### src/rtl/asp_map.svh
// register offsets, field positions, reset values and timing counts of the serial port
`ifndef ASP_MAP_SVH
`define ASP_MAP_SVH

// clock rate and derived bit timing
`define ASP_CLK_HZ      10000000
`define ASP_BAUD_DEF    9600
`define ASP_DIV_DEF     (`ASP_CLK_HZ / `ASP_BAUD_DEF)
`define ASP_MS_NS       1000000
`define ASP_CLK_NS      100
`define ASP_MS_CYC      (`ASP_MS_NS / `ASP_CLK_NS)
`define ASP_TMO_MS_DEF  10000

// register byte offsets
`define ASP_OFS_CTRL    8'h00
`define ASP_OFS_BAUD    8'h04
`define ASP_OFS_TMO     8'h08
`define ASP_OFS_THR     8'h0c
`define ASP_OFS_TXDATA  8'h10
`define ASP_OFS_RXDATA  8'h14
`define ASP_OFS_STATUS  8'h18
`define ASP_OFS_MASK    8'h1c
`define ASP_OFS_LINE    8'h20
`define ASP_OFS_CMD     8'h24

// field positions and reset values
`define ASP_CTRL_W      24
`define ASP_NBITS_DEF   4'h8
`define ASP_STOP_1      5'h0a
`define ASP_STOP_15     5'h0f
`define ASP_STOP_2      5'h14
`define ASP_TERM_LF     8'h0a
`define ASP_TERM_CR     8'h0d
`define ASP_THR_DEF     5'h0c
`define ASP_NF_HYST     5'h04
`define ASP_FIFO_DEPTH  5'h10
`define ASP_XON         8'h11
`define ASP_XOFF        8'h13
`define ASP_CMD_READ    0

// status bits
`define ASP_EV_RDDONE   0
`define ASP_EV_RDTMO    1
`define ASP_EV_WRDONE   2
`define ASP_EV_WRTMO    3
`define ASP_EV_OVR      4
`define ASP_EV_FERR     5
`define ASP_EV_NF       6

`endif

### src/rtl/asp_pkg.sv
// types shared by the serial port modules
package asp_pkg;

  // transmit and receive bit sequencers
  typedef enum logic [2:0] {
    ASP_IDLE  = 3'h0,
    ASP_START = 3'h1,
    ASP_DATA  = 3'h2,
    ASP_PAR   = 3'h3,
    ASP_STOP  = 3'h4
  } asp_bit_e;

  // framing and flow setup, laid out as the control register
  typedef struct packed {
    logic       term_en;
    logic [7:0] term;
    logic [2:0] flow;
    logic [4:0] stop;
    logic [2:0] par;
    logic [3:0] nbits;
  } asp_cfg_s;

  // whole state of the port
  typedef struct packed {
    logic [2:0]  s1;
    logic [2:0]  s2;
    asp_cfg_s    cfg;
    logic [15:0] div;
    logic [15:0] tmo;
    logic [4:0]  thr;
    logic [6:0]  sts;
    logic [6:0]  msk;
    logic        dph;
    logic        wr;
    logic [7:0]  addr;
    logic        hready;
    logic [31:0] hrdata;
    asp_bit_e    tst;
    logic [16:0] tcnt;
    logic [2:0]  tbit;
    logic [7:0]  tsh;
    logic        tpar;
    logic        tflow;
    logic        hold_v;
    logic [7:0]  hold;
    logic        xoff_p;
    logic        xon_p;
    logic        txd;
    logic        rd_busy;
    logic        wr_busy;
    logic [13:0] pre;
    logic [15:0] ms;
    logic        paused;
    logic        nf;
    logic        rts;
    logic        dtr;
    logic        irq;
    asp_bit_e    rst_st;
    logic [16:0] rcnt;
    logic [2:0]  rbit;
    logic [7:0]  rsh;
    logic        rerr;
    logic [3:0]  wp;
    logic [3:0]  rp;
    logic [4:0]  cnt;
  } asp_state_s;

endpackage

### src/rtl/asp_rxmem.sv
// receive buffer storage: sixteen bytes, registered read data
`timescale 1ns/10ps
`default_nettype none

module asp_rxmem
(
  // clock
  input  wire logic       mclk,
  // write side
  input  wire logic       we,
  input  wire logic [3:0] waddr,
  input  wire logic [7:0] wdata,
  // read side
  input  wire logic [3:0] raddr,
  output var  logic [7:0] rdata
);

  // storage array, no reset so it maps to plain ram
  logic [7:0] mem [0:15];

  // write port
  always_ff @(posedge mclk)
  begin
    if (we)
    begin
      mem[waddr] <= wdata;
    end
  end

  // read port, always follows the head pointer
  always_ff @(posedge mclk)
  begin
    rdata <= mem[raddr];
  end

endmodule

`default_nettype wire

### src/rtl/asp_port.sv
// serial port with framing, six flow modes, termination and timeouts
// Contract
// - mode 0 ignores all flow control
// - mode 1 sends XOFF, obeys XOFF
// - mode 2 drops RTS, obeys CTS
// - mode 3 sends XOFF and drops RTS, pauses only on XOFF with CTS deasserted
// - mode 4 drops DTR, obeys DSR
// - mode 5 sends XOFF and drops DTR, pauses only on XOFF with DSR deasserted
// - one timeout ends reads and writes
// - read ends on termination character
// - termination recognition can be disabled
// - programmable rate, 9600 baud at reset
// - five to eight data bits, eight default
// - parity none, odd, even, mark, space
// - stop bits one, one and half, two
`timescale 1ns/10ps
`default_nettype none
`include "asp_map.svh"

module asp_port
#(
  parameter int TICK_CYC   = `ASP_MS_CYC,     // clocks per millisecond
  parameter int TMO_MS_DEF = `ASP_TMO_MS_DEF  // timeout at reset, in ms
)
(
  // clock and reset
  input  wire logic        mclk,
  input  wire logic        rst,
  // ahb-lite slave
  input  wire logic        hsel,
  input  wire logic [31:0] haddr,
  input  wire logic [1:0]  htrans,
  input  wire logic        hwrite,
  input  wire logic [2:0]  hsize,
  input  wire logic [31:0] hwdata,
  input  wire logic        hready,
  output logic             hreadyout,
  output logic [31:0]      hrdata,
  output logic             hresp,
  // serial line
  input  wire logic        rxd,
  output logic             txd,
  // handshake lines, high means asserted
  input  wire logic        cts,
  input  wire logic        dsr,
  output logic             rts,
  output logic             dtr,
  // interrupt
  output logic             irq
);

  asp_pkg::asp_state_s s;     // current state
  asp_pkg::asp_state_s n;     // next state
  logic [7:0]          mem_rd; // head of receive buffer
  logic                mem_we; // store a received byte
  logic [7:0]          mem_wd; // byte to store

  // character width, out of range codes fall back to eight
  function automatic logic [3:0] asp_nb(input logic [3:0] c);
    asp_nb = (c >= 4'h5 && c <= 4'h8) ? c : 4'h8;
  endfunction

  // parity bit for a character of width nb
  function automatic logic asp_par(input logic [7:0] d, input logic [3:0] nb,
                                   input logic [2:0] m);
    logic x;
    x = ^(d & 8'(8'hff >> (4'h8 - nb)));
    case (m)
      3'h1:    asp_par = ~x;
      3'h2:    asp_par = x;
      3'h3:    asp_par = 1'b1;
      default: asp_par = 1'b0;
    endcase
  endfunction

  // stop length in clocks, counted in half bits
  function automatic logic [16:0] asp_stop(input logic [15:0] d, input logic [4:0] c);
    logic [16:0] hv;
    hv = (c == `ASP_STOP_15) ? 17'h3 : (c == `ASP_STOP_2) ? 17'h4 : 17'h2;
    asp_stop = 17'({1'b0, d[15:1]} * hv);
  endfunction

  // line inputs after the second sync stage
  wire logic rxd_s = s.s2[2];
  wire logic cts_s = s.s2[1];
  wire logic dsr_s = s.s2[0];
  wire logic [3:0] nb = asp_nb(s.cfg.nbits);
  // modes that use xon and xoff characters
  wire logic xmode = (s.cfg.flow == 3'h1) || (s.cfg.flow == 3'h3) || (s.cfg.flow == 3'h5);
  // received character aligned to bit zero
  wire logic [7:0] rbyte = 8'(s.rsh >> (4'h8 - nb));
  // bit period less one
  wire logic [16:0] div_m1 = 17'({1'b0, s.div} - 17'h1);

  // transmit suspension per flow mode
  logic susp;
  always_comb
  begin
    case (s.cfg.flow)
      3'h1:    susp = s.paused;
      3'h2:    susp = !cts_s;
      3'h3:    susp = s.paused && !cts_s;
      3'h4:    susp = !dsr_s;
      3'h5:    susp = s.paused && !dsr_s;
      default: susp = 1'b0;
    endcase
  end

  // next state of the whole port
  always_comb
  begin
    logic [6:0] ev;
    logic [6:0] clr;
    logic       push;
    logic       pop;
    ev     = 7'h0;
    clr    = 7'h0;
    push   = 1'b0;
    pop    = 1'b0;
    n      = s;
    mem_we = 1'b0;
    mem_wd = rbyte;
    // two stage synchronisers on pins
    n.s1 = {rxd, cts, dsr};
    n.s2 = s.s1;

    // bus: every transfer takes one wait state
    if (s.dph)
    begin
      n.dph    = 1'b0;
      n.hready = 1'b1;
      n.hrdata = 32'h0;
      if (s.wr)
      begin
        case (s.addr)
          `ASP_OFS_CTRL:   n.cfg = hwdata[`ASP_CTRL_W-1:0];
          `ASP_OFS_BAUD:   n.div = hwdata[15:0];
          `ASP_OFS_TMO:    n.tmo = hwdata[15:0];
          `ASP_OFS_THR:    n.thr = hwdata[4:0];
          `ASP_OFS_MASK:   n.msk = hwdata[6:0];
          `ASP_OFS_TXDATA:
          begin
            // one byte in flight; a write while busy is dropped
            if (!s.hold_v && !s.wr_busy)
            begin
              n.hold_v  = 1'b1;
              n.hold    = hwdata[7:0];
              n.wr_busy = 1'b1;
              n.pre     = 14'h0;
              n.ms      = 16'h0;
            end
          end
          `ASP_OFS_CMD:
          begin
            if (hwdata[`ASP_CMD_READ])
            begin
              n.rd_busy = 1'b1;
              n.pre     = 14'h0;
              n.ms      = 16'h0;
            end
          end
          default: ;
        endcase
      end
      else
      begin
        case (s.addr)
          `ASP_OFS_CTRL:   n.hrdata = {8'h0, s.cfg};
          `ASP_OFS_BAUD:   n.hrdata = {16'h0, s.div};
          `ASP_OFS_TMO:    n.hrdata = {16'h0, s.tmo};
          `ASP_OFS_THR:    n.hrdata = {27'h0, s.thr};
          `ASP_OFS_MASK:   n.hrdata = {25'h0, s.msk};
          `ASP_OFS_RXDATA:
          begin
            n.hrdata = {24'h0, mem_rd};
            pop      = (s.cnt != 5'h0);
          end
          `ASP_OFS_STATUS:
          begin
            // read clears, but a new event in this cycle survives
            n.hrdata = {25'h0, s.sts};
            clr      = s.sts;
          end
          `ASP_OFS_LINE:
          begin
            n.hrdata = {17'h0, (s.tst != asp_pkg::ASP_IDLE), s.hold_v, s.wr_busy,
                        s.rd_busy, dsr_s, cts_s, s.dtr, s.rts, s.paused, s.nf, s.cnt};
          end
          default: n.hrdata = 32'h0;
        endcase
      end
    end
    else if (hsel && htrans[1] && hready)
    begin
      n.dph    = 1'b1;
      n.wr     = hwrite;
      n.addr   = haddr[7:0];
      n.hready = 1'b0;
    end

    // millisecond timer shared by the read and write operations
    if (s.rd_busy || s.wr_busy)
    begin
      if (s.pre == 14'(TICK_CYC - 1))
      begin
        n.pre = 14'h0;
        n.ms  = s.ms + 16'h1;
      end
      else
      begin
        n.pre = s.pre + 14'h1;
      end
      if (s.ms >= s.tmo)
      begin
        if (s.rd_busy)
        begin
          n.rd_busy           = 1'b0;
          ev[`ASP_EV_RDTMO]   = 1'b1;
        end
        if (s.wr_busy)
        begin
          // a byte already on the wire finishes; a held one is dropped
          n.wr_busy           = 1'b0;
          n.hold_v            = 1'b0;
          ev[`ASP_EV_WRTMO]   = 1'b1;
        end
      end
    end

    // nearly full with hysteresis
    if (s.cnt >= s.thr)
    begin
      n.nf = 1'b1;
    end
    else if ({1'b0, s.cnt} + {1'b0, `ASP_NF_HYST} <= {1'b0, s.thr})
    begin
      n.nf = 1'b0;
    end
    if (n.nf && !s.nf)
    begin
      ev[`ASP_EV_NF] = 1'b1;
      if (xmode)
      begin
        n.xoff_p = 1'b1;
        n.xon_p  = 1'b0;
      end
    end
    else if (!n.nf && s.nf && xmode)
    begin
      n.xon_p  = 1'b1;
      n.xoff_p = 1'b0;
    end
    // handshake outputs drop only in their own modes
    n.rts = !(((s.cfg.flow == 3'h2) || (s.cfg.flow == 3'h3)) && s.nf);
    n.dtr = !(((s.cfg.flow == 3'h4) || (s.cfg.flow == 3'h5)) && s.nf);

    // transmitter; flow characters go first and ignore suspension
    if (s.tst == asp_pkg::ASP_IDLE)
    begin
      n.txd = 1'b1;
      if (s.xoff_p || s.xon_p || (s.hold_v && !susp))
      begin
        n.tflow = s.xoff_p || s.xon_p;
        n.tsh   = s.xoff_p ? `ASP_XOFF : s.xon_p ? `ASP_XON : s.hold;
        if (s.xoff_p)
        begin
          n.xoff_p = 1'b0;
        end
        else if (s.xon_p)
        begin
          n.xon_p = 1'b0;
        end
        else
        begin
          n.hold_v = 1'b0;
        end
        n.tpar = asp_par(n.tsh, nb, s.cfg.par);
        n.tst  = asp_pkg::ASP_START;
        n.tcnt = div_m1;
        n.tbit = 3'h0;
        n.txd  = 1'b0;
      end
    end
    else if (s.tcnt != 17'h0)
    begin
      n.tcnt = s.tcnt - 17'h1;
    end
    else
    begin
      n.tcnt = div_m1;
      case (s.tst)
        asp_pkg::ASP_START:
        begin
          n.tst = asp_pkg::ASP_DATA;
          n.txd = s.tsh[0];
        end
        asp_pkg::ASP_DATA:
        begin
          if ({1'b0, s.tbit} == nb - 4'h1)
          begin
            if (s.cfg.par != 3'h0)
            begin
              n.tst = asp_pkg::ASP_PAR;
              n.txd = s.tpar;
            end
            else
            begin
              n.tst  = asp_pkg::ASP_STOP;
              n.txd  = 1'b1;
              n.tcnt = asp_stop(s.div, s.cfg.stop) - 17'h1;
            end
          end
          else
          begin
            n.tbit = s.tbit + 3'h1;
            n.tsh  = s.tsh >> 1;
            n.txd  = s.tsh[1];
          end
        end
        asp_pkg::ASP_PAR:
        begin
          n.tst  = asp_pkg::ASP_STOP;
          n.txd  = 1'b1;
          n.tcnt = asp_stop(s.div, s.cfg.stop) - 17'h1;
        end
        asp_pkg::ASP_STOP:
        begin
          n.tst = asp_pkg::ASP_IDLE;
          if (!s.tflow && s.wr_busy && !n.hold_v)
          begin
            n.wr_busy         = 1'b0;
            ev[`ASP_EV_WRDONE] = 1'b1;
          end
        end
        default: n.tst = asp_pkg::ASP_IDLE;
      endcase
    end

    // receiver, samples mid bit after a half bit start check
    if (s.rst_st == asp_pkg::ASP_IDLE)
    begin
      if (!rxd_s)
      begin
        n.rst_st = asp_pkg::ASP_START;
        n.rcnt   = 17'({2'h0, s.div[15:1]} - 17'h1);
        n.rerr   = 1'b0;
      end
    end
    else if (s.rcnt != 17'h0)
    begin
      n.rcnt = s.rcnt - 17'h1;
    end
    else
    begin
      n.rcnt = div_m1;
      case (s.rst_st)
        asp_pkg::ASP_START:
        begin
          n.rst_st = rxd_s ? asp_pkg::ASP_IDLE : asp_pkg::ASP_DATA;
          n.rbit   = 3'h0;
        end
        asp_pkg::ASP_DATA:
        begin
          n.rsh = {rxd_s, s.rsh[7:1]};
          n.rbit = s.rbit + 3'h1;
          if ({1'b0, s.rbit} == nb - 4'h1)
          begin
            n.rst_st = (s.cfg.par != 3'h0) ? asp_pkg::ASP_PAR : asp_pkg::ASP_STOP;
          end
        end
        asp_pkg::ASP_PAR:
        begin
          n.rerr   = (rxd_s != asp_par(rbyte, nb, s.cfg.par));
          n.rst_st = asp_pkg::ASP_STOP;
        end
        asp_pkg::ASP_STOP:
        begin
          n.rst_st = asp_pkg::ASP_IDLE;
          if (!rxd_s || s.rerr)
          begin
            ev[`ASP_EV_FERR] = 1'b1;   // bad frame is dropped
          end
          else if (xmode && rbyte == `ASP_XOFF)
          begin
            n.paused = 1'b1;
          end
          else if (xmode && rbyte == `ASP_XON)
          begin
            n.paused = 1'b0;
          end
          else
          begin
            if (s.cnt == `ASP_FIFO_DEPTH)
            begin
              ev[`ASP_EV_OVR] = 1'b1;
            end
            else
            begin
              push   = 1'b1;
              mem_we = 1'b1;
            end
            // the terminator itself stays in the buffer
            if (s.rd_busy && s.cfg.term_en && rbyte == s.cfg.term)
            begin
              n.rd_busy          = 1'b0;
              ev[`ASP_EV_RDDONE] = 1'b1;
            end
          end
        end
        default: n.rst_st = asp_pkg::ASP_IDLE;
      endcase
    end

    // buffer pointers
    if (push)
    begin
      n.wp = s.wp + 4'h1;
    end
    if (pop)
    begin
      n.rp = s.rp + 4'h1;
    end
    n.cnt = 5'(s.cnt + {4'h0, push} - {4'h0, pop});
    // sticky status, set wins over the read clear
    n.sts = (s.sts & ~clr) | ev;
    n.irq = |(n.sts & n.msk);
  end

  // state register
  always_ff @(posedge mclk or posedge rst)
  begin
    if (rst)
    begin
      s           <= '0;
      s.s1        <= 3'h7;
      s.s2        <= 3'h7;
      s.cfg.nbits <= `ASP_NBITS_DEF;
      s.cfg.stop  <= `ASP_STOP_1;
      s.cfg.term  <= `ASP_TERM_LF;
      s.cfg.term_en <= 1'b1;
      s.div       <= 16'(`ASP_DIV_DEF);
      s.tmo       <= 16'(TMO_MS_DEF);
      s.thr       <= `ASP_THR_DEF;
      s.hready    <= 1'b1;
      s.txd       <= 1'b1;
      s.rts       <= 1'b1;
      s.dtr       <= 1'b1;
    end
    else
    begin
      s <= n;
    end
  end

  // receive buffer storage
  asp_rxmem u_mem (
    .mclk  (mclk),
    .we    (mem_we),
    .waddr (s.wp),
    .wdata (mem_wd),
    .raddr (s.rp),
    .rdata (mem_rd)
  );

  // outputs straight from the state register, hresp tied low
  assign hreadyout = s.hready;
  assign hrdata    = s.hrdata;
  assign hresp     = 1'b0;
  assign txd       = s.txd;
  assign rts       = s.rts;
  assign dtr       = s.dtr;
  assign irq       = s.irq;

  // checks
  a_mode0_lines: assert property (@(posedge mclk) disable iff (rst)
    (s.cfg.flow == 3'h0) |=> (rts && dtr))
    else $error("handshake line dropped in mode 0");
  a_xoff_request: assert property (@(posedge mclk) disable iff (rst)
    (xmode && n.nf && !s.nf) |=> (s.xoff_p || s.tst == asp_pkg::ASP_START))
    else $error("nearly full did not request xoff");
  a_rts_drop: assert property (@(posedge mclk) disable iff (rst)
    (s.cfg.flow == 3'h2 && s.nf) ##1 (s.cfg.flow == 3'h2) |-> !rts)
    else $error("rts not dropped when nearly full");
  a_cts_hold: assert property (@(posedge mclk) disable iff (rst)
    (s.cfg.flow == 3'h2 && !cts_s && s.tst == asp_pkg::ASP_IDLE) |=>
      (s.tst == asp_pkg::ASP_IDLE))
    else $error("transmit started while cts deasserted");
  a_dtr_drop: assert property (@(posedge mclk) disable iff (rst)
    (s.cfg.flow == 3'h4 && s.nf) ##1 (s.cfg.flow == 3'h4) |-> !dtr)
    else $error("dtr not dropped when nearly full");
  a_read_timeout: assert property (@(posedge mclk) disable iff (rst)
    (s.rd_busy && s.ms >= s.tmo) |=> (!s.rd_busy && s.sts[`ASP_EV_RDTMO]))
    else $error("read not ended by timeout");
  a_term_end: assert property (@(posedge mclk) disable iff (rst)
    (s.rd_busy && mem_we && s.cfg.term_en && rbyte == s.cfg.term) |=>
      (!s.rd_busy && s.sts[`ASP_EV_RDDONE]))
    else $error("termination character did not end read");
  a_term_off: assert property (@(posedge mclk) disable iff (rst)
    (!s.cfg.term_en && !s.sts[`ASP_EV_RDDONE]) |=> !s.sts[`ASP_EV_RDDONE])
    else $error("read ended with termination disabled");
  a_reset_frame: assert property (@(posedge mclk)
    $fell(rst) |-> (s.div == 16'(`ASP_DIV_DEF) && s.cfg.nbits == `ASP_NBITS_DEF
                    && s.cfg.stop == `ASP_STOP_1))
    else $error("framing not at defaults after reset");
  a_parity_mark: assert property (@(posedge mclk) disable iff (rst)
    (s.tst == asp_pkg::ASP_PAR && s.cfg.par == 3'h3) |-> txd)
    else $error("mark parity bit not one");
  a_stop_high: assert property (@(posedge mclk) disable iff (rst)
    (s.tst == asp_pkg::ASP_STOP) |-> txd)
    else $error("stop bit not high");
  a_nf_set: assert property (@(posedge mclk) disable iff (rst)
    (s.cnt >= s.thr) |=> s.nf)
    else $error("nearly full not raised at threshold");

endmodule

`default_nettype wire

### config.mk
export PLATFORM = sky130hd
export DESIGN_NAME = asp_port
export DESIGN_NICKNAME = d
export VERILOG_FILES = /design/src/rtl/asp_pkg.sv /design/src/rtl/asp_rxmem.sv /design/src/rtl/asp_port.sv
export VERILOG_INCLUDE_DIRS = /design/src /design/src/rtl
export SDC_FILE = /design/constraint.sdc
export NUM_CORES = 1
export LEC_CHECK = 0
export BUFFER_PORTS_ARGS = -buffer_cell sky130_fd_sc_hd__buf_4
export CAP_MARGIN = 25
export CORE_AREA = 4 4 189 191
export DETAILED_ROUTE_END_ITERATION = 12
export DIE_AREA = 0 0 193 195
export GPL_TIMING_DRIVEN = 0
export PLACE_DENSITY = 0.8
export REMOVE_ABC_BUFFERS = 1
export SLEW_MARGIN = 20
export SYNTH_ARGS = -nofsm -noshare
export SYNTH_HDL_FRONTEND = slang
export SYNTH_SLANG_ARGS = --single-unit
### constraint.sdc
create_clock -name mclk -period 13.7 [get_ports mclk]
set_input_delay 4.11 -clock mclk [delete_from_list [all_inputs] [get_ports mclk]]
set_output_delay 4.11 -clock mclk [all_outputs]
set_load 0.005 [all_outputs]
==> summary.txt <==
Power and ir drop
  • Part of the power in the clock network: 33.2%
  • Static Leakage: 9.03 nW
  • Psw: 0.00115 W
  • Pwr Density: 149 nW/um^2
  • VDD IR max: 0.118 mV
  • Comb power frac: 24.7%
  • Seq pwr share: 42.1%
  • Sw Ratio: 33.5%
  • Internal: 0.00228 W

Detailed routing
  • WL final: 53,000 um
  • Vias per std cell: 6.38
  • 1st-pass router iterations: 8
  • Post-DR wirelength/cell: 21.8 um
  • Vias: 15,527
  • 1st-iter DRT viols: 1,448
  • DRC viols: 0
  • Final ANT Viol Nets: 0

Logic synthesis
  • Seq cells post-synth: 379
  • Top-count cell post-synth: dfrtp_1
  • Largest area contributor in the netlist: dfrtp_1
  • Top_reg_cell synth: dfrtp_1
  • Share of the synthesized area in the top cell type: 26.0%
  • Synth warn: 0
  • Mapped Cells: 1,943
  • EDFF count, synth: 128
  • Netlist cell types: 90
  • Mapped Area: 20,900 um^2
  • Top post-synthesis cells by area: dfrtp_1 (26%), edfxtp_1 (18%), mux2_2 (5.1%)
  • Synth top cells by count: dfrtp_1 (217), nand2_1 (194), o21ai_0 (149)
  • Syn avg cell area: 10.7 um^2
  • Async S/R FF share, synth: 64.1%
  • Seq/Total Area, Yosys: 48.5%

STA
  • Sum Neg Setup Slack: 0 ns
  • Fin crit period: 5.44 ns
  • Unrepaired setup endpoints after global routing: no
  • Worst setup margin: 8.26 ns
  • Worst slew pin tran: 1.04 ns
  • Clk_skew: 0.0260 ns
  • Final setup violating endpoints: 0
  • Pins Over Slew Limit: 0
  • Fmax: 0.184 GHz
  • Fin crit share: 39.7%
  • Final Hold Viols: 0
  • Hold_ws: 0.354 ns
  • Slew HR: 30.3%

Clock network
  • Post-CTS Setup Inserts: 0
  • Worst-Skew Late Latency: 0.57 ns
  • Max clock buf depth: 3
  • H-tree level count: 2
  • Cts hold-fix bufs: 0
  • CTS tree: built
  • CTS resizes: 0
  • Clock transition at the registers of the reported paths: 0.06 ns
  • Clock root buffer: clkbuf_16
  • TritonCTS Buffers: 41
  • CTS sink cnt: 379

Job
  • Max-Cap Viols: 0

Place
  • RD Place Congestion: 0.936
  • Pre-CTS setup slack: 7.84 ns
  • Placed instance area: 21,600 um^2
  • Detailed Place HPWL: 37,000 um
  • Port Buffers: 69

Final layout
  • Nets: 2,121
  • Layout cell share with drive strength beyond 1: 17.6%
  • Finished Core Util: 67.4%
  • Register area: 10,100 um^2
  • Layout filler cell count: 2,477
  • Synth-to-Final Area Change: 10.1%
  • ANT cells: 0
  • Final Cell Area: 23,000 um^2
  • Multi-input logic area: 9780 um^2

GRT
  • Antenna violations before repair: 0
  • Vias in the first global route: 15,389
  • Global-route wire length before repair: 84,500 um
  • Largest net degree at the start of global routing: 106
  • Grt total ovfl: 0
  • Total GRT Usage: 28.2%

Floorplanning
  • Core area: 34,100 um^2
  • Top Ports: 115
  • Chip width: 193 um
  • Full die area: 37,600 um^2
  • Starting Density: 61.2%
  • Chip height: 195 um
  • Rows: 68

Worst setup path
  • WP data arrival: 5.92 ns
  • WP data required: 14.18 ns
  • Critical path peak fanout: 21
  • Critical path class: register to register
  • CP endpoint kind: register
  • Slowest cell on crit path: o32ai_4
  • Crit path cell chain: nand3b_4 -> ha_1 -> inv_1 -> ha_1 -> inv_1 -> a211oi_2 -> o32ai_4 -> nor4_2 -> nor3b_2 -> inv_1 -> ha_1 -> inv_1 -> ha_1 -> fa_1 -> a21oi_1 -> nor2_1 -> nor2_1 -> xor2_1
  • Worst path max stage delay: 0.79 ns
  • Element type at the critical path start: register

Worst hold path
  • HP Class: register to register

Status
  • Run status: completed
## critical path, delay by kind of cell (launching register included)
kind | cells | cell delay (ns)
AOI/OAI and AO/OA | 3 | 1.04
xor gates and xnor gates | 1 | 0.20
adders and majority gates | 5 | 1.67
buffers and inverters | 4 | 0.48
DFF | 1 | 0.60
and+or+nand+nor | 5 | 1.41
## layout by cell type (no fill, tap or decap), types with 9 or more instances in the layout
cell type	instances
dfrtp_1	214
nand2_1	193
o21ai_0	148
edfxtp_1	128
inv_1	121
nor2_1	121
mux2_2	94
a21oi_1	87
ha_1	82
buf_4	72
xnor2_1	49
nand3_1	45
mux4_2	42
clkbuf_16	41
nor3_1	36
xor2_1	31
dfstp_2	26
nand2b_1	23
a222oi_1	21
and3_1	18
mux2i_1	16
nor4_1	15
o22ai_1	15
fa_1	15
and2_1	14
nor2b_1	14
or3_1	14
a21o_1	14
o211ai_1	14
nand4_1	12
a22oi_1	12
a31oi_1	10
a21boi_0	10
a22o_1	10
clkinv_2	10
conb_1	9
## final timing paths
path / slack [ns] / cells after the start / startpoint / to
setup / recovery: 8.26 / 18 / s[224]$_DFFE_PP1P_ / s[4]$_DFF_PP0_
hold / removal: 0.35 / 0 / n[247]$_DFF_PP1_ / rxd_s$_DFF_PP1_
setup reg to reg: 8.26 / 18 / s[224]$_DFFE_PP1P_ / s[4]$_DFF_PP0_
hold reg to reg: 0.35 / 0 / n[247]$_DFF_PP1_ / rxd_s$_DFF_PP1_
max in group asynchronous: 9.23 / 3 / rst / s[23]$_DFFE_PP0P_
min in group asynchronous: 3.59 / 2 / rst / s[79]$_DFFE_PP0P_
## sequential cells by signal (all words and copies together), names as in the netlist, 3 cells and up
signal / flops
s: 208
u_mem.mem: 128
hrdata: 24
u_mem.rdata: 8
n: 3
## power groups by stage
stage | Combinational [W] | Sequential [W] | Clock, W
2_1_floorplan | 0.000622 | 0.00141 | 0
3_3_place_gp | 0.000794 | 0.00145 | 0
3_5_place_dp | 0.000831 | 0.00146 | 0
4_1_cts | 0.000838 | 0.00144 | 0.00115
5_1_grt | 0.000948 | 0.00146 | 0.00120
6_report | 0.000848 | 0.00145 | 0.00114
## logic make-up after synthesis
| logic type | share of synthesized area, % |
|---|---|
| AND/OR/NAND/NOR | 13.2 |
| other | 0.0180 |
| flip-flops | 48.5 |
| buffers and inverters | 5.14 |
| multiplexers | 10.4 |
| adder cells (fa/ha/maj) | 6.36 |
| AO/OA/AOI/OAI | 12.8 |
| XOR/XNOR | 3.66 |
## stage by stage
stage | std cells | power (W)
2_1_floorplan | 1827 | 0.00203
4_1_cts | 2434 | 0.00343
3_5_place_dp | 2358 | 0.00229
3_3_place_gp | 2351 | 0.00225
6_report | 2435 | 0.00343
5_1_grt | 2435 | 0.00361
## final cells by class
class / instances / area share, %
well taps: 455 / 2.48
clock inverters: 25 / 1.33
flip-flops and latches: 379 / 44.1
repair buffers: 77 / 2.77
multi-input cells: 1324 / 42.6
inverters: 124 / 2.08
clock buffers: 51 / 4.72
## per-layer routing
metal	GRT usage [%]	wire length [um]
met5	0	0
met4	9.65	2090
met3	4.40	4120
met2	46.4	25600
met1	38.7	21300
(Power assumes the default switching activity.)
